==> config.mk <==
export PLATFORM = sky130hd
export DESIGN_NAME = mcw_core
export DESIGN_NICKNAME = d
export VERILOG_FILES = /design/src/rtl/mcw_pkg.sv /design/src/rtl/mcw_sub_unit.sv /design/src/rtl/mcw_wait_table.sv /design/src/rtl/mcw_core.sv
export SDC_FILE = /design/constraint.sdc
export NUM_CORES = 1
export LEC_CHECK = 0
export ABC_AREA = 0
export BUFFER_PORTS_ARGS = -buffer_cell sky130_fd_sc_hd__buf_2
export CORE_ASPECT_RATIO = 1.1
export CORE_MARGIN = 5
export CORE_UTILIZATION = 40
export CTS_BUF_LIST = sky130_fd_sc_hd__clkbuf_2
export DETAILED_ROUTE_END_ITERATION = 16
export PLACE_DENSITY_LB_ADDON = 0.15
export SYNTH_ARGS = -nofsm -noshare
export SYNTH_HDL_FRONTEND = slang
export SYNTH_HIERARCHICAL = 1
export SYNTH_SLANG_ARGS = --single-unit
export TNS_END_PERCENT = 30
==> constraint.sdc <==
create_clock -name clock -period 7.8 [get_ports clock]
set_input_delay 1.17 -clock clock [delete_from_list [all_inputs] [get_ports clock]]
set_output_delay 1.17 -clock clock [all_outputs]
set_load 0.01 [all_outputs]
==> src/rtl/mcw_pkg.sv <==
// Shared constants of the arithmetic and wait execution block.
// Assumes a 16-bit instruction word and one core clock domain.
package mcw_pkg;
    localparam int DATA_W = 16;
    localparam int SEL_W = 3;
    localparam int NUM_REGS = 8;
    localparam int PC_W = 10;
    localparam int WT_ROWS = 5;
    localparam int COND_SEL_W = 4;
    localparam int NUM_CONDS = 16;
    localparam int ADDR_W = 8;

    // Opcode patterns, upper instruction bits
    localparam logic [10:0] OP_STSRB = 11'h1B8;
    localparam logic [5:0] OP_SUB = 6'h0A;
    localparam logic [5:0] OP_SUBI = 6'h07;
    localparam logic [12:0] OP_SWAP = 13'h06AC;
    localparam logic [12:0] OP_INT_TO_TWOS = 13'h06E6;
    localparam logic [11:0] OP_TOINT = 12'h372;
    localparam logic [10:0] OP_WAIT = 11'h1A8;

    // Field positions
    localparam int F_LEVEL = 4;
    localparam int F_SUB_MARK = 6;
    localparam int F_RST = 3;
    localparam int F_SRC1_LO = 0;
    localparam int F_SRC2_LO = 3;
    localparam int F_IMM_LO = 3;
    localparam int F_DST_LO = 7;

    // Condition flag positions
    localparam int FL_ZERO = 0;
    localparam int FL_NEG = 1;
    localparam int FL_UBORROW = 2;
    localparam int FL_UCARRY = 3;
    localparam int FL_SLOW = 4;
    localparam int FL_SHIGH = 5;
    localparam int FL_CS = 6;
    localparam int FLAGS_W = 7;

    // Register port map
    localparam logic [ADDR_W-1:0] A_ALU_BASE = 8'h00;
    localparam logic [ADDR_W-1:0] A_STATUS = 8'h08;
    localparam logic [ADDR_W-1:0] A_FLAGS = 8'h09;
    localparam logic [ADDR_W-1:0] A_WAIT_STATE = 8'h0A;
    localparam logic [ADDR_W-1:0] A_WT_BASE = 8'h10;
    localparam int WT_DEST_LO = 4;

    // Reset values
    localparam logic [DATA_W-1:0] RST_WORD = 16'h0000;
    localparam logic [FLAGS_W-1:0] RST_FLAGS = 7'h00;
    localparam logic [PC_W-1:0] RST_PC = 10'h000;
endpackage

==> src/rtl/mcw_sub_unit.sv <==
// 16-bit subtractor with the six arithmetic condition flags.
// Purely combinational; the caller registers result and flags together.
`timescale 1ns/1ps
module mcw_sub_unit (
    input wire logic [mcw_pkg::DATA_W-1:0] minuend,
    input wire logic [mcw_pkg::DATA_W-1:0] subtrahend,
    output logic [mcw_pkg::DATA_W-1:0] difference,
    output logic result_zero_flag,
    output logic result_negative_flag,
    output logic unsigned_borrow_flag,
    output logic unsigned_carry_flag,
    output logic signed_low_overflow_flag,
    output logic signed_high_overflow_flag
);
    logic [mcw_pkg::DATA_W:0] wide;
    logic sa;
    logic sb;
    logic sr;

    always_comb begin
        wide = {1'b0, minuend} - {1'b0, subtrahend};
        difference = wide[mcw_pkg::DATA_W-1:0];
        sa = minuend[mcw_pkg::DATA_W-1];
        sb = subtrahend[mcw_pkg::DATA_W-1];
        sr = difference[mcw_pkg::DATA_W-1];
        result_zero_flag = (difference == 16'h0000);
        result_negative_flag = sr;
        unsigned_borrow_flag = wide[mcw_pkg::DATA_W];
        // A difference of two unsigned words never exceeds the word
        unsigned_carry_flag = 1'b0;
        signed_low_overflow_flag = sa & ~sb & ~sr;
        signed_high_overflow_flag = ~sa & sb & sr;
    end
endmodule // mcw_sub_unit

==> src/rtl/mcw_wait_table.sv <==
// Five-row wait table: condition select and jump destination per row.
// Rows are loaded through a write port; conditions are same-clock levels.
`timescale 1ns/1ps
module mcw_wait_table (
    input wire logic clock,
    input wire logic rst_b,
    input wire logic row_we,
    input wire logic [2:0] row_sel,
    input wire logic [mcw_pkg::COND_SEL_W-1:0] row_cond,
    input wire logic [mcw_pkg::PC_W-1:0] row_dest,
    input wire logic [mcw_pkg::WT_ROWS-1:0] wait_row_enables,
    input wire logic [mcw_pkg::NUM_CONDS-1:0] wait_cond,
    output logic hit,
    output logic [mcw_pkg::PC_W-1:0] hit_dest
);
    logic [mcw_pkg::COND_SEL_W-1:0] cond_r [mcw_pkg::WT_ROWS];
    logic [mcw_pkg::PC_W-1:0] dest_r [mcw_pkg::WT_ROWS];
    logic [mcw_pkg::WT_ROWS-1:0] fire;

    for (genvar i = 0; i < mcw_pkg::WT_ROWS; i++) begin : g_row
        always_ff @(posedge clock) begin
            if (!rst_b) begin
                cond_r[i] <= 4'h0;
                dest_r[i] <= mcw_pkg::RST_PC;
            end else if (row_we && row_sel == 3'(i)) begin
                cond_r[i] <= row_cond;
                dest_r[i] <= row_dest;
            end
        end
        // Mask bit i enables row i+1
        assign fire[i] = wait_row_enables[i] & wait_cond[cond_r[i]];
    end

    // Lowest firing row wins
    always_comb begin
        hit = |fire;
        hit_dest = mcw_pkg::RST_PC;
        for (int i = mcw_pkg::WT_ROWS - 1; i >= 0; i--) begin
            if (fire[i]) begin
                hit_dest = dest_r[i];
            end
        end
    end
endmodule // mcw_wait_table

==> src/rtl/mcw_core.sv <==
// Execute stage for status-bit, subtract, swap, conversion and wait instructions.
// Assumes one instruction offered per cycle with instr_valid; the program
// counter lives outside and obeys pc_hold and pc_load.
//
// Notes on behaviour
// - Set-status-bit writes the level operand into one status bit only.
// - Four-bit index picks status bit 0 through 15 in binary.
// - Set-status-bit matches bits 15..5; level in bit 4, index in 3..0.
// - Register subtract writes first source minus second source to destination.
// - Register subtract: top six bits 001010, bit 6 set, fields dst/src2/src1.
// - Both subtracts update zero, negative, and four overflow flags.
// - Immediate subtract removes a four-bit immediate from the source register.
// - Byte swap exchanges low and high bytes of one register.
// - To-twos with sign bit clear just clears the register MSB.
// - To-twos with sign bit set negates bits 14..0 and sets MSB.
// - To-integer keeps a register whose MSB is zero.
// - To-integer with MSB set writes negation of bits 14..0.
// - To-integer loads sign bit from old MSB, or XORs it when rst is 0.
// - To-integer matches bits 15..4; reset option in bit 3.
// - Wait holds the program counter until an enabled row fires, then jumps.
// - Each row keeps a condition and destination loaded beforehand.
// - A five-bit mask selects which rows take part in a wait.
// - Mask zero stalls forever; mask bit n enables row n+1.
//
// The placing of the registers and the strobed register port were chosen for this implementation.
`timescale 1ns/1ps
module mcw_core (
    input wire logic clock,
    input wire logic rst_b,
    input wire logic instr_valid,
    input wire logic [15:0] instr,
    output logic instr_ready,
    input wire logic [mcw_pkg::NUM_CONDS-1:0] wait_cond,
    output logic pc_hold,
    output logic pc_load,
    output logic [mcw_pkg::PC_W-1:0] pc_load_value,
    output logic [mcw_pkg::DATA_W-1:0] status_word,
    input wire logic [mcw_pkg::ADDR_W-1:0] reg_addr,
    input wire logic [mcw_pkg::DATA_W-1:0] reg_wdata,
    input wire logic reg_wr,
    input wire logic reg_rd,
    output logic [mcw_pkg::DATA_W-1:0] reg_rdata
);
    typedef enum logic {MCW_RUN, MCW_WAIT} mcw_state_t;

    mcw_state_t state_r;
    mcw_state_t state_nxt;
    logic [mcw_pkg::DATA_W-1:0] arith_register_set [mcw_pkg::NUM_REGS];
    logic [mcw_pkg::DATA_W-1:0] status_r;
    logic [mcw_pkg::FLAGS_W-1:0] flags_r;
    logic [mcw_pkg::WT_ROWS-1:0] wait_row_enables_r;
    logic pc_load_r;
    logic [mcw_pkg::PC_W-1:0] pc_dest_r;
    logic [mcw_pkg::DATA_W-1:0] rdata_r;

    logic take;
    logic is_stsrb;
    logic is_sub;
    logic is_subi;
    logic is_swap;
    logic is_int_to_twos_op;
    logic is_toint;
    logic is_wait;
    logic known;
    logic [3:0] status_bit_index;
    logic [mcw_pkg::SEL_W-1:0] dst_sel;
    logic [mcw_pkg::DATA_W-1:0] op_a;
    logic [mcw_pkg::DATA_W-1:0] op_b;
    logic [mcw_pkg::DATA_W-1:0] sub_res;
    logic [5:0] sub_flags;
    logic alu_we;
    logic [mcw_pkg::DATA_W-1:0] alu_wdata;
    logic [mcw_pkg::DATA_W-1:0] srb_keep_mask;
    logic [14:0] neg_low;
    logic hit;
    logic [mcw_pkg::PC_W-1:0] hit_dest;
    logic wt_we;
    logic [mcw_pkg::DATA_W-1:0] prev_a_r;
    logic [mcw_pkg::DATA_W-1:0] prev_status_r;

    // Decode
    always_comb begin
        take = instr_valid && (state_r == MCW_RUN);
        is_stsrb = (instr[15:5] == mcw_pkg::OP_STSRB);
        is_sub = (instr[15:10] == mcw_pkg::OP_SUB) && instr[mcw_pkg::F_SUB_MARK];
        is_subi = (instr[15:10] == mcw_pkg::OP_SUBI);
        is_swap = (instr[15:3] == mcw_pkg::OP_SWAP);
        is_int_to_twos_op = (instr[15:3] == mcw_pkg::OP_INT_TO_TWOS);
        is_toint = (instr[15:4] == mcw_pkg::OP_TOINT);
        is_wait = (instr[15:5] == mcw_pkg::OP_WAIT);
        known = is_stsrb | is_sub | is_subi | is_swap | is_int_to_twos_op | is_toint | is_wait;
        status_bit_index = instr[3:0];
        srb_keep_mask = ~(16'h0001 << status_bit_index);
    end

    // Operand selection
    always_comb begin
        op_a = arith_register_set[instr[mcw_pkg::F_SRC1_LO +: mcw_pkg::SEL_W]];
        op_b = arith_register_set[instr[mcw_pkg::F_SRC2_LO +: mcw_pkg::SEL_W]];
        dst_sel = instr[mcw_pkg::F_SRC1_LO +: mcw_pkg::SEL_W];
        if (is_sub || is_subi) begin
            dst_sel = instr[mcw_pkg::F_DST_LO +: mcw_pkg::SEL_W];
        end
        if (is_subi) begin
            op_b = {12'h000, instr[mcw_pkg::F_IMM_LO +: 4]};
        end
        neg_low = 15'(~op_a[14:0] + 15'h0001);
    end

    mcw_sub_unit u_sub (
        .minuend(op_a),
        .subtrahend(op_b),
        .difference(sub_res),
        .result_zero_flag(sub_flags[0]),
        .result_negative_flag(sub_flags[1]),
        .unsigned_borrow_flag(sub_flags[2]),
        .unsigned_carry_flag(sub_flags[3]),
        .signed_low_overflow_flag(sub_flags[4]),
        .signed_high_overflow_flag(sub_flags[5])
    );

    // Result selection
    always_comb begin
        alu_we = 1'b0;
        alu_wdata = op_a;
        if (take) begin
            if (is_sub || is_subi) begin
                alu_we = 1'b1;
                alu_wdata = sub_res;
            end else if (is_swap) begin
                alu_we = 1'b1;
                alu_wdata = {op_a[7:0], op_a[15:8]};
            end else if (is_int_to_twos_op) begin
                alu_we = 1'b1;
                if (flags_r[mcw_pkg::FL_CS]) begin
                    alu_wdata = {1'b1, neg_low};
                end else begin
                    alu_wdata = {1'b0, op_a[14:0]};
                end
            end else if (is_toint) begin
                alu_we = 1'b1;
                if (op_a[15]) begin
                    alu_wdata = {1'b0, neg_low};
                end else begin
                    alu_wdata = op_a;
                end
            end
        end
    end

    // Register set, instruction write wins over port write
    for (genvar i = 0; i < mcw_pkg::NUM_REGS; i++) begin : g_reg
        always_ff @(posedge clock) begin
            if (!rst_b) begin
                arith_register_set[i] <= mcw_pkg::RST_WORD;
            end else if (alu_we && dst_sel == 3'(i)) begin
                arith_register_set[i] <= alu_wdata;
            end else if (reg_wr && reg_addr == mcw_pkg::A_ALU_BASE + 8'(i)) begin
                arith_register_set[i] <= reg_wdata;
            end
        end
    end

    // Status register
    always_ff @(posedge clock) begin
        if (!rst_b) begin
            status_r <= mcw_pkg::RST_WORD;
        end else if (take && is_stsrb) begin
            status_r[status_bit_index] <= instr[mcw_pkg::F_LEVEL];
        end else if (reg_wr && reg_addr == mcw_pkg::A_STATUS) begin
            status_r <= reg_wdata;
        end
    end

    // Condition flags and conversion sign
    always_ff @(posedge clock) begin
        if (!rst_b) begin
            flags_r <= mcw_pkg::RST_FLAGS;
        end else if (take && (is_sub || is_subi)) begin
            flags_r[5:0] <= sub_flags;
        end else if (take && is_toint) begin
            if (instr[mcw_pkg::F_RST]) begin
                flags_r[mcw_pkg::FL_CS] <= op_a[15];
            end else begin
                flags_r[mcw_pkg::FL_CS] <= flags_r[mcw_pkg::FL_CS] ^ op_a[15];
            end
        end
    end

    // Wait sequencing
    always_comb begin
        state_nxt = state_r;
        case (state_r)
            MCW_RUN: begin
                if (take && is_wait) begin
                    state_nxt = MCW_WAIT;
                end
            end
            MCW_WAIT: begin
                if (hit) begin
                    state_nxt = MCW_RUN;
                end
            end
            default: begin
                state_nxt = MCW_RUN;
            end
        endcase
    end

    always_ff @(posedge clock) begin
        if (!rst_b) begin
            state_r <= MCW_RUN;
        end else begin
            state_r <= state_nxt;
        end
    end

    always_ff @(posedge clock) begin
        if (!rst_b) begin
            wait_row_enables_r <= 5'h00;
        end else if (take && is_wait) begin
            wait_row_enables_r <= instr[4:0];
        end
    end

    always_ff @(posedge clock) begin
        if (!rst_b) begin
            pc_load_r <= 1'b0;
            pc_dest_r <= mcw_pkg::RST_PC;
        end else begin
            pc_load_r <= (state_r == MCW_WAIT) && hit;
            if ((state_r == MCW_WAIT) && hit) begin
                pc_dest_r <= hit_dest;
            end
        end
    end

    assign wt_we = reg_wr && (reg_addr >= mcw_pkg::A_WT_BASE) &&
        (reg_addr < mcw_pkg::A_WT_BASE + 8'(mcw_pkg::WT_ROWS));

    mcw_wait_table u_wt (
        .clock(clock),
        .rst_b(rst_b),
        .row_we(wt_we),
        .row_sel(3'(reg_addr - mcw_pkg::A_WT_BASE)),
        .row_cond(reg_wdata[3:0]),
        .row_dest(reg_wdata[mcw_pkg::WT_DEST_LO +: mcw_pkg::PC_W]),
        .wait_row_enables(wait_row_enables_r),
        .wait_cond(wait_cond),
        .hit(hit),
        .hit_dest(hit_dest)
    );

    // Register port read
    always_ff @(posedge clock) begin
        if (!rst_b) begin
            rdata_r <= mcw_pkg::RST_WORD;
        end else if (reg_rd) begin
            if (reg_addr < mcw_pkg::A_ALU_BASE + 8'(mcw_pkg::NUM_REGS)) begin
                rdata_r <= arith_register_set[reg_addr[mcw_pkg::SEL_W-1:0]];
            end else if (reg_addr == mcw_pkg::A_STATUS) begin
                rdata_r <= status_r;
            end else if (reg_addr == mcw_pkg::A_FLAGS) begin
                rdata_r <= {9'h000, flags_r};
            end else if (reg_addr == mcw_pkg::A_WAIT_STATE) begin
                rdata_r <= {10'h000, (state_r == MCW_WAIT), wait_row_enables_r};
            end else begin
                rdata_r <= mcw_pkg::RST_WORD;
            end
        end
    end

    assign instr_ready = (state_r == MCW_RUN);
    assign pc_hold = (state_r == MCW_WAIT);
    assign pc_load = pc_load_r;
    assign pc_load_value = pc_dest_r;
    assign status_word = status_r;
    assign reg_rdata = rdata_r;

    // Checking helpers
    always_ff @(posedge clock) begin
        if (!rst_b) begin
            prev_a_r <= mcw_pkg::RST_WORD;
            prev_status_r <= mcw_pkg::RST_WORD;
        end else begin
            prev_a_r <= op_a;
            prev_status_r <= status_r;
        end
    end
endmodule // mcw_core

==> results of run 1 <==
-- area by class of cell --
class	count	area (um2)	share of cell area, %
Sequential cell	254	7070	38.3
Clock buffer	102	510	2.77
Clock inverter	31	199	1.08
Timing Repair Buffer	141	796	4.31
Multi-Input combinational cell	1127	8990	48.7
Inverter	49	184	0.997
Antenna cell	2	5.00	0.0271
Tap cell	560	701	3.80
-- metrics by stage --
step | cell area (um2) | setup slack [ns] | util, % | total power, mW
6_report | 18500 | 2.52 | 44.8 | 3.21
5_1_grt | 18400 | 2.32 | 44.8 | 3.35
4_1_cts | 18400 | 2.58 | 44.8 | 3.22
3_5_place_dp | 17700 | 1.48 | 43.1 | 2.16
3_3_place_gp | 17700 | 1.60 | 43.1 | 2.16
2_1_floorplan | 16600 | 2.19 | - | 1.95
-- power groups by stage --
stage               Sequential [mW]  Combinational [mW]  Clock (mW)
floorplan                      1.55               0.400           0
global placement               1.56               0.598           0
detailed placement             1.56               0.598           0
CTS                            1.53               0.601        1.08
global route                   1.54               0.645        1.16
finish                         1.53               0.612        1.07
-- sequential cells by signal (all words and copies together) (netlist names) --
register            count
pc_load_value          10
pc_load                 1
wait_row_enables_r      5
arith_register_set    128
u_wt/dest_r            50
pc_hold                 1
reg_rdata              16
status_word            16
flags_r                 7
u_wt/cond_r            20
-- final timing paths --
kind,end,slack [ns],from,depth (start not counted)
hold reg to reg,flags_r[1],0.47,flags_r[1],2
setup reg to reg,arith_register_set[1][9],2.86,arith_register_set[5][1],13
hold / removal,flags_r[1],0.47,flags_r[1],2
setup / recovery,arith_register_set[3][14],2.52,instr[1],15
-- routing by layer --
layer,global-route usage [%],wire [um]
met5,0,12
met4,11.9,3030
met3,6.21,6450
met2,44.8,30300
met1,35.6,24700
-- logic make-up after synthesis --
kind of cell | after synthesis
AO/OA/AOI/OAI | 431
XOR/XNOR | 13
adder cells (fa/ha/maj) | 19
buffers and inverters | 166
flip-flops | 254
multiplexers | 165
other | 1
AND/OR/NAND/NOR | 498
-- critical path: cells and delay by family --
kind	cells	cell delay, ns
buffers and inverters	2	1.01
AND/OR/NAND/NOR	2	0.47
AO/OA/AOI/OAI	7	1.98
multiplexers	2	0.92
adder cells (fa/ha/maj)	1	0.32
XOR/XNOR	1	0.10
-- layout by cell type (no fill, tap or decap), types with 23 or more instances in the layout --
cell and instances:
buf_4 36, a22o_1 42, a22oi_1 35, a21boi_0 32, dfxtp_1 56, mux2i_1 39, o21ai_0 111, clkbuf_2 102
and2_1 79, o211ai_1 29, inv_1 46, a21oi_1 34, nor2_1 59, nand2_1 229, edfxtp_1 198, nor2b_1 24
mux4_2 107, clkinv_1 23, buf_2 105
==> impl_metrics.yaml, run 1 <==
global_route:
  antenna_found_initial: 2
  grt_max_degree: 84
  track_usage_pct: 27.6
  grt_pass1_vias: 13800
  grt-ovfl-total: 0
  grt_pass1_wl_mm: 93.1
setup_path:
  crit_chain: "buf_2, buf_4, mux4_2, mux2_2, ha_1, or3_4, o21bai_4, o221ai_2, a221o_1, a21oi_2, xnor2_2, nand2_1, o21ai_0, a222oi_1, o21ai_1"
  worstPathRequired_ns: 8.51
  worstPathArrival_ns: 6.00
  start_kind: "input pin"
  cp_slowest_cell: "a222oi_1"
  cp-end-kind: "flip-flop"
  crit_fanout: 24
  crit_type: "input pin to flip-flop"
  cpPeakStageDelay_ns: 0.88
timing:
  final-hold-violation-count: 0
  setup_viol: 0
  post-route-min-period_ns: 5.28
  relSlewSlack_pct: 9.88
  rsz0062_at_grt: "false"
  setup_tns_ns: 0
  whs_ns: 0.465
  period_share_pct: 67.8
  drv_slew: 0
  max_slew.worst_pin.slew_ns: 1.35
  skew_ns: 0.0785
  fmax_ghz: 0.189
pwr:
  p_sw_share_pct: 32.7
  p_seq_share_pct: 47.8
  power_frac_comb_pct: 19.1
  power.density_nw_per_um2: 174
  p_leak_nw: 6.69
  p_int_mw: 2.16
  p_switching_mw: 1.05
  irDropWorstVdd_uv: 74.4
  p_clk_share_pct: 33.2
clock_network:
  clkTransAtPathRegs_ns: 0.10
  clock_latency_ns: 1.03
  cts_sinks: 254
  cts_hold_buf: 0
  cts_made_buffers: 73
  cts.repair.resized: 0
  root_buffer: "clkbuf_2"
  tritoncts: "yes"
  htreeDepth: 3
  clk_path_buf_depth: 3
  postCtsSetupBuffers: 0
min_path:
  min_path_type: "flip-flop to flip-flop"
logic_synthesis:
  syn_area_per_cell_um2: 10.7
  synth_common_cells: "nand2_1, edfxtp_1, o21ai_0, mux4_2, clkbuf_1"
  yosys.area_share.simple_pct: 14.7
  ys_types: 86
  synth_flop_cell: "edfxtp_1"
  ys_seq_elements: 254
  mappedNetlistNets: 1627
  async_flop_share_pct: 0
  synth_most_common_cell: "nand2_1"
  yosysSeqAreaShare_pct: 42.5
  ys_warn_count: 6
  synthTopCellsByArea: "edfxtp_1, mux4_2, dfxtp_1"
  synthMuxAreaShare_pct: 18.2
  synth_edf_count: 198
  synthXorXnorAreaFrac_pct: 0.731
  syn_area_um2: 16600
  yosysTopAreaCell: "edfxtp_1"
  synth_compound_area_share_pct: 18.3
  synth_top_family_by_area: "compound AO/OA/AOI/OAI gates"
  netlist.area_leader.share_pct: 35.8
  syn_inst: 1547
  synth_fa_ha_area_share_pct: 1.48
floorplan:
  start_util_pct: 40.3
  io_pins: 106
  dieArea_um2: 45700
  die_h_um: 224
  rows: 78
  die_x_um: 204
  coreArea_um2: 41200
routing:
  drt_first_pass_iters: 6
  viasPerCell: 6.31
  drtAntennaViolNets: 0
  first_iter_violations: 1748
  vias: 14300
  drt-wirelength-per-cell_um: 28.5
  drt-total-wl_mm: 64.5
  post-route-drc-count: 0
placement:
  detailed_place_hpwl_mm: 44.5
  portBuffers: 105
  dp.cells: 2131
  place_congestion: 0.931
run:
  maxCapViolCount: 0
finish:
  final_nets: 1726
  layoutNonFillerInstCount: 2266
  area_growth_pct: 11.1
  drive_above_1_share_pct: 24.3
  nFillCells: 4002
run_status:
  status: "finished, final reports clean"
No activity file was read; power rests on OpenSTA's default activity.
==> inputs of run 2 (changes only) <==
- clock period: 7.8 -> 4.9 ns (I/O delays scaled with it)
==> run 2 against run 1 <==
- clock power up 50%
- clock skew up 0.011 ns
- via count up 0.62%
- sequential share of layout area down 0.77 points
- worst setup slack worse by 2.0 ns
- final cell count up 1.9%
- clock-buffer cell count down 1
- power up 59%
- global-route usage up 0.40 points
- die area unchanged
- critical endpoint is now arith_register_set[4][14]
- highest routed layer is now met4
==> impl_metrics.yaml, run 2 (same netlist as run 1, synthesis figures left out) <==
finish:
  reg_top3: "arith_register_set (128), u_wt/dest_r (50), u_wt/cond_r (20)"
  final_nets: 1776
  nFillCells: 4003
  largest-register: "arith_register_set"
  postLayoutCoreUtil_pct: 45.7
  drive_above_1_share_pct: 26.5
  largest_reg_flops: 128
  ff_latch_area_um2: 7070
  area_growth_pct: 13.3
  multi_input_area_um2: 8980
  layout_commonest_cell: "nand2_1"
  final_cell_mix: "nand2_1, edfxtp_1, o21ai_0, mux4_2, buf_2"
clock_network:
  cts_sinks: 254
  htreeDepth: 3
  postCtsSetupBuffers: 0
  root_buffer: "clkbuf_2"
  clock_latency_ns: 0.99
  cts.repair.resized: 0
  clkTransAtPathRegs_ns: 0.11
  cts_made_buffers: 71
  tritoncts: "yes"
  clk_path_buf_depth: 3
  cts_hold_buf: 0
timing:
  whs_ns: 0.261
  max_slew.worst_pin.slew_ns: 1.25
  final-hold-violation-count: 0
  skew_ns: 0.0899
  drv_slew: 0
  setup_tns_ns: 0
  relSlewSlack_pct: 16.1
  setup_ws_ns: 0.550
  post-route-min-period_ns: 4.35
  fmax_ghz: 0.230
  period_share_pct: 88.8
  setup_viol: 0
  rsz0062_at_grt: "false"
setup_path:
  cpPeakStageDelay_ns: 0.52
  cp-end-kind: "flip-flop"
  r2r-end: "arith_register_set[4][14]"
  r2r_start: "arith_register_set[1][5]"
  crit_chain: "mux4_2, mux2i_1, inv_1, ha_1, o21a_2, a21oi_1, o21bai_4, o221ai_2, a221o_1, a21oi_2, xnor2_2, nand2_1, o21ai_0, a222oi_1, buf_4, o21ai_1"
  start_kind: "flip-flop"
  crit_fanout: 8
  worstPathArrival_ns: 5.01
  cp_slowest_cell: "mux4_2"
  startpoint: "arith_register_set[1][5]"
  worstPathRequired_ns: 5.56
  worst-path-buf-inv: 2
  endpoint: "arith_register_set[4][14]"
  critPathTopFamily: "compound AO/OA/AOI/OAI gates"
  crit_cells: 16
  r2r_cells: 16
  rrSetupSlack_ns: 0.55
  crit_type: "flip-flop to flip-flop"
global_route:
  top_usage_layer: "met2"
  grt_pass1_wl_mm: 94.8
  use_met1_pct: 37.8
  grt-ovfl-total: 0
  met2_usage_pct: 44.5
  antenna_found_initial: 2
  grt_max_degree: 56
  use_met3_pct: 4.62
  track_usage_pct: 28.0
  grt_pass1_vias: 14000
pwr:
  power.density_nw_per_um2: 270
  finalPower_mw: 5.09
  p_leak_nw: 6.93
  irDropWorstVdd_uv: 157
routing:
  viasPerCell: 6.24
  first_iter_violations: 1621
  vias: 14400
  drt-total-wl_mm: 65.2
  drt_first_pass_iters: 6
  post-route-drc-count: 0
  drtAntennaViolNets: 0
  drt-wirelength-per-cell_um: 28.2
placement:
  portBuffers: 105
  detailed_place_hpwl_mm: 46.4
  dpl_worst_slack_ns: 0.117
  place_congestion: 0.951
floorplan:
  rows: 78
  io_pins: 106
  dieArea_um2: 45700
  start_util_pct: 40.3
  coreArea_um2: 41200
  die_h_um: 224
  die_x_um: 204
run_status:
  status: "finished, final reports clean"
run:
  maxCapViolCount: 0
min_path:
  min_path_type: "input pin to flip-flop"
-- run 2: cell count changes in the layout (fill, tap and decap cells not counted), sizes merged --
cell,change
clkinv,-12
bufinv,-1
inv,+2
clkbuf,-1
clkinvlp,+2
buf,+52
-- run 2: worst register-to-register path, stage by stage, from the launching register on --
cell      delay [ns]
edfxtp_1        0.48
mux4_2          0.52
mux2i_1         0.31
inv_1           0.12
ha_1            0.39
o21a_2          0.24
a21oi_1         0.21
o21bai_4        0.17
o221ai_2        0.13
a221o_1         0.36
a21oi_2         0.24
xnor2_2         0.10
nand2_1         0.06
o21ai_0         0.08
a222oi_1        0.31
buf_4           0.22
o21ai_1         0.08
-- run 2: final cells by class --
| class | instances | area share, % |
|---|---|---|
| Timing Repair Buffer | 193 | 6.70 |
| Inverter | 49 | 0.977 |
| Multi-Input combinational cell | 1127 | 47.7 |
| Clock inverter | 22 | 0.691 |
| Antenna cell | 2 | 0.0266 |
| Clock buffer | 101 | 2.68 |
| Sequential cell | 254 | 37.5 |
| Tap cell | 560 | 3.72 |
-- run 2: worst min-delay path by stage --
stage,depth (start not counted),start,slack [ns],to
detailed placement,2,pc_load_value[7],0.46,pc_load_value[7]
global route,3,reg_wdata[15],0.22,arith_register_set[3][15]
floorplan,2,flags_r[0],0.44,flags_r[0]
global placement,2,flags_r[5],0.45,flags_r[5]
finish,4,reg_addr[3],0.26,reg_rdata[1]
CTS,4,reg_addr[3],0.14,reg_rdata[1]
-- run 2: power by group --
part	internal, mW	leakage, nW	switching [mW]	total, mW
clock	0.613	0.482	0.983	1.60
sequential	2.39	2.44	0.0570	2.45
combinational	0.414	4.01	0.635	1.05
-- run 2: stage by stage --
step	std cells	cell area (um2)
floorplan	1547	16600
global placement	2183	18200
detailed placement	2183	18200
CTS	2306	18800
global route	2308	18800
finish	2308	18800
-- run 2: layer usage --
metal  part of all wire (%)  vias to the layer above  routed length [um]
li1                       -                     6280                   -
met4                    4.2                        0                2760
met1                     40                     7148               26000
met3                    8.8                      133                5700
met2                     47                      832               30700
met5                      0                        -                   0
==> inputs of run 3 (changes only) <==
- PLACE_DENSITY_LB_ADDON: 0.15 -> default
- clock period: 4.9 -> 5.6 ns (I/O delays scaled with it)
==> run 3 against run 2 <==
- routed wire length is 2.3% lower
- utilization is 0.70 points lower
- critical endpoint is now arith_register_set[7][14]
- via count hardly changed
- clock skew is 0.016 ns lower
- clock-buffer cell count is 5 higher
- largest power group unchanged
- largest cell class unchanged
- combinational power is 17% lower
- power is 14% lower
- critical path depth is 1 higher
==> impl_metrics.yaml, run 3 (same netlist as run 1, synthesis figures left out) <==
finish:
  nFillCells: 3923
  drive_above_1_share_pct: 25.2
  reg_top3: "arith_register_set (128), u_wt/dest_r (50), u_wt/cond_r (20)"
  final_nets: 1739
  ff_latch_area_um2: 7070
  layout_commonest_cell: "nand2_1"
  area_growth_pct: 11.6
  largest_reg_flops: 128
  multi_input_area_um2: 8990
  layoutNonFillerInstCount: 2281
  final_cell_mix: "nand2_1, edfxtp_1, o21ai_0, mux4_2, clkbuf_2"
  postLayoutCoreUtil_pct: 45.0
  largest-register: "arith_register_set"
pwr:
  p_switching_mw: 1.45
  power_frac_comb_pct: 19.9
  p_clk_share_pct: 31.4
  irDropWorstVdd_uv: 131
  p_seq_share_pct: 48.7
  p_sw_share_pct: 33.0
  power.density_nw_per_um2: 237
  p_leak_nw: 6.74
  p_int_mw: 2.94
clock_network:
  cts_made_buffers: 70
  clock_latency_ns: 1.01
  clk_path_buf_depth: 3
  htreeDepth: 3
  postCtsSetupBuffers: 0
  tritoncts: "yes"
  cts_sinks: 254
  root_buffer: "clkbuf_2"
  cts.repair.resized: 0
  clkTransAtPathRegs_ns: 0.09
  cts_hold_buf: 0
setup_path:
  cp_slowest_cell: "buf_2"
  crit_type: "input pin to flip-flop"
  crit_fanout: 22
  start_kind: "input pin"
  cpPeakStageDelay_ns: 0.53
  worstPathArrival_ns: 5.01
  cp-end-kind: "flip-flop"
  r2r_cells: 17
  crit_chain: "buf_2, buf_4, mux4_2, mux2_2, ha_1, o21ai_0, a21oi_2, o21bai_4, o221ai_2, a221o_1, a21oi_2, xnor2_2, nand2_1, o21ai_0, a222oi_1, buf_4, o21ai_1"
  worstPathRequired_ns: 6.30
timing:
  relSlewSlack_pct: 18.2
  final-hold-violation-count: 0
  post-route-min-period_ns: 4.31
  skew_ns: 0.0743
  drv_slew: 0
  setup_viol: 0
  period_share_pct: 76.9
  rsz0062_at_grt: "false"
  max_slew.worst_pin.slew_ns: 1.22
  fmax_ghz: 0.232
  setup_tns_ns: 0
min_path:
  min_path_type: "input pin to flip-flop"
  whs_path_depth: 4
floorplan:
  coreArea_um2: 41200
  rows: 78
  dieArea_um2: 45700
  die_h_um: 224
  io_pins: 106
  start_util_pct: 40.3
  die_x_um: 204
placement:
  dp.cells: 2147
  detailed_place_hpwl_mm: 45.0
  place_congestion: 0.972
  portBuffers: 105
routing:
  drtAntennaViolNets: 0
  post-route-drc-count: 0
  first_iter_violations: 1586
  vias: 14400
  viasPerCell: 6.31
  drt-total-wl_mm: 63.6
  drt_first_pass_iters: 6
  drt-wirelength-per-cell_um: 27.9
run:
  maxCapViolCount: 0
global_route:
  use_met1_pct: 35.5
  antenna_found_initial: 3
  grt_pass1_vias: 14200
  grt-ovfl-total: 0
  met2_usage_pct: 42.6
  track_usage_pct: 27.3
  grt_pass1_wl_mm: 93.4
  use_met3_pct: 6.18
  grt_max_degree: 59
  top_usage_layer: "met2"
run_status:
  status: "finished, final reports clean"
-- run 3: cell count changes in the layout (fill, tap and decap cells not counted) --
cell / before / now
a211oi_4: 8 / 9
o31ai_2: 2 / 3
buf_12: 6 / 2
clkinv_4: 1 / 5
clkinvlp_4: 2 / 1
buf_4: 82 / 50
bufinv_16: 1 / 0
a211oi_2: 1 / 0
clkinv_2: 3 / 1
clkbuf_2: 101 / 106
diode_2: 2 / 8
o31ai_1: 15 / 14
inv_2: 2 / 0
-- run 3: final timing paths --
| path | slack [ns] | to | start |
|---|---|---|---|
| worst max-delay path | 1.29 | arith_register_set[7][14] | instr[1] |
| worst min-delay path | 0.32 | reg_rdata[0] | reg_addr[3] |
| worst max register to register | 1.42 | arith_register_set[7][14] | arith_register_set[4][6] |
| worst min register to register | 0.46 | flags_r[4] | flags_r[4] |
-- run 3: metrics by stage --
step           worst slack, ns  power, mW  hold slack (ns)  cell area (um2)
5_1_grt                   1.14       4.57            0.265            18500
3_3_place_gp             0.385       3.03            0.447            17900
4_1_cts                   1.44       4.40            0.209            18500
3_5_place_dp             0.345       3.03            0.453            17900
2_1_floorplan            0.321       2.72            0.439            16600
6_report                  1.29       4.39            0.321            18500
-- run 3: layer usage --
metal / vias up / routed length [um]
met5: - / 0
met4: 0 / 3980
met3: 221 / 6380
met2: 900 / 29000
met1: 7044 / 24300
li1: 6233 / -
-- run 3: layout make-up --
class / instances / share of cell area (%)
Multi-Input combinational cell: 1127 / 48.5
Sequential cell: 254 / 38.1
Timing Repair Buffer: 157 / 5.07
Tap cell: 560 / 3.78
Clock buffer: 106 / 2.86
Inverter: 49 / 0.992
Clock inverter: 20 / 0.594
Antenna cell: 8 / 0.108
-- run 3: critical path: cells and delay by family --
family                   cells  cell delay (ns)
AND/OR/NAND/NOR              1             0.06
buffers and inverters        3             1.05
adder cells (fa/ha/maj)      1             0.37
XOR/XNOR                     1             0.09
multiplexers                 2             0.87
AO/OA/AOI/OAI                9             1.68
-- run 3: power by group through the flow --
stage | registers, mW | logic, mW | clock network [mW]
after floorplan | 2.16 | 0.557 | 0
after global placement | 2.18 | 0.849 | 0
after detailed placement | 2.18 | 0.851 | 0
after CTS | 2.14 | 0.854 | 1.41
after global routing | 2.15 | 0.923 | 1.50
final | 2.14 | 0.873 | 1.38
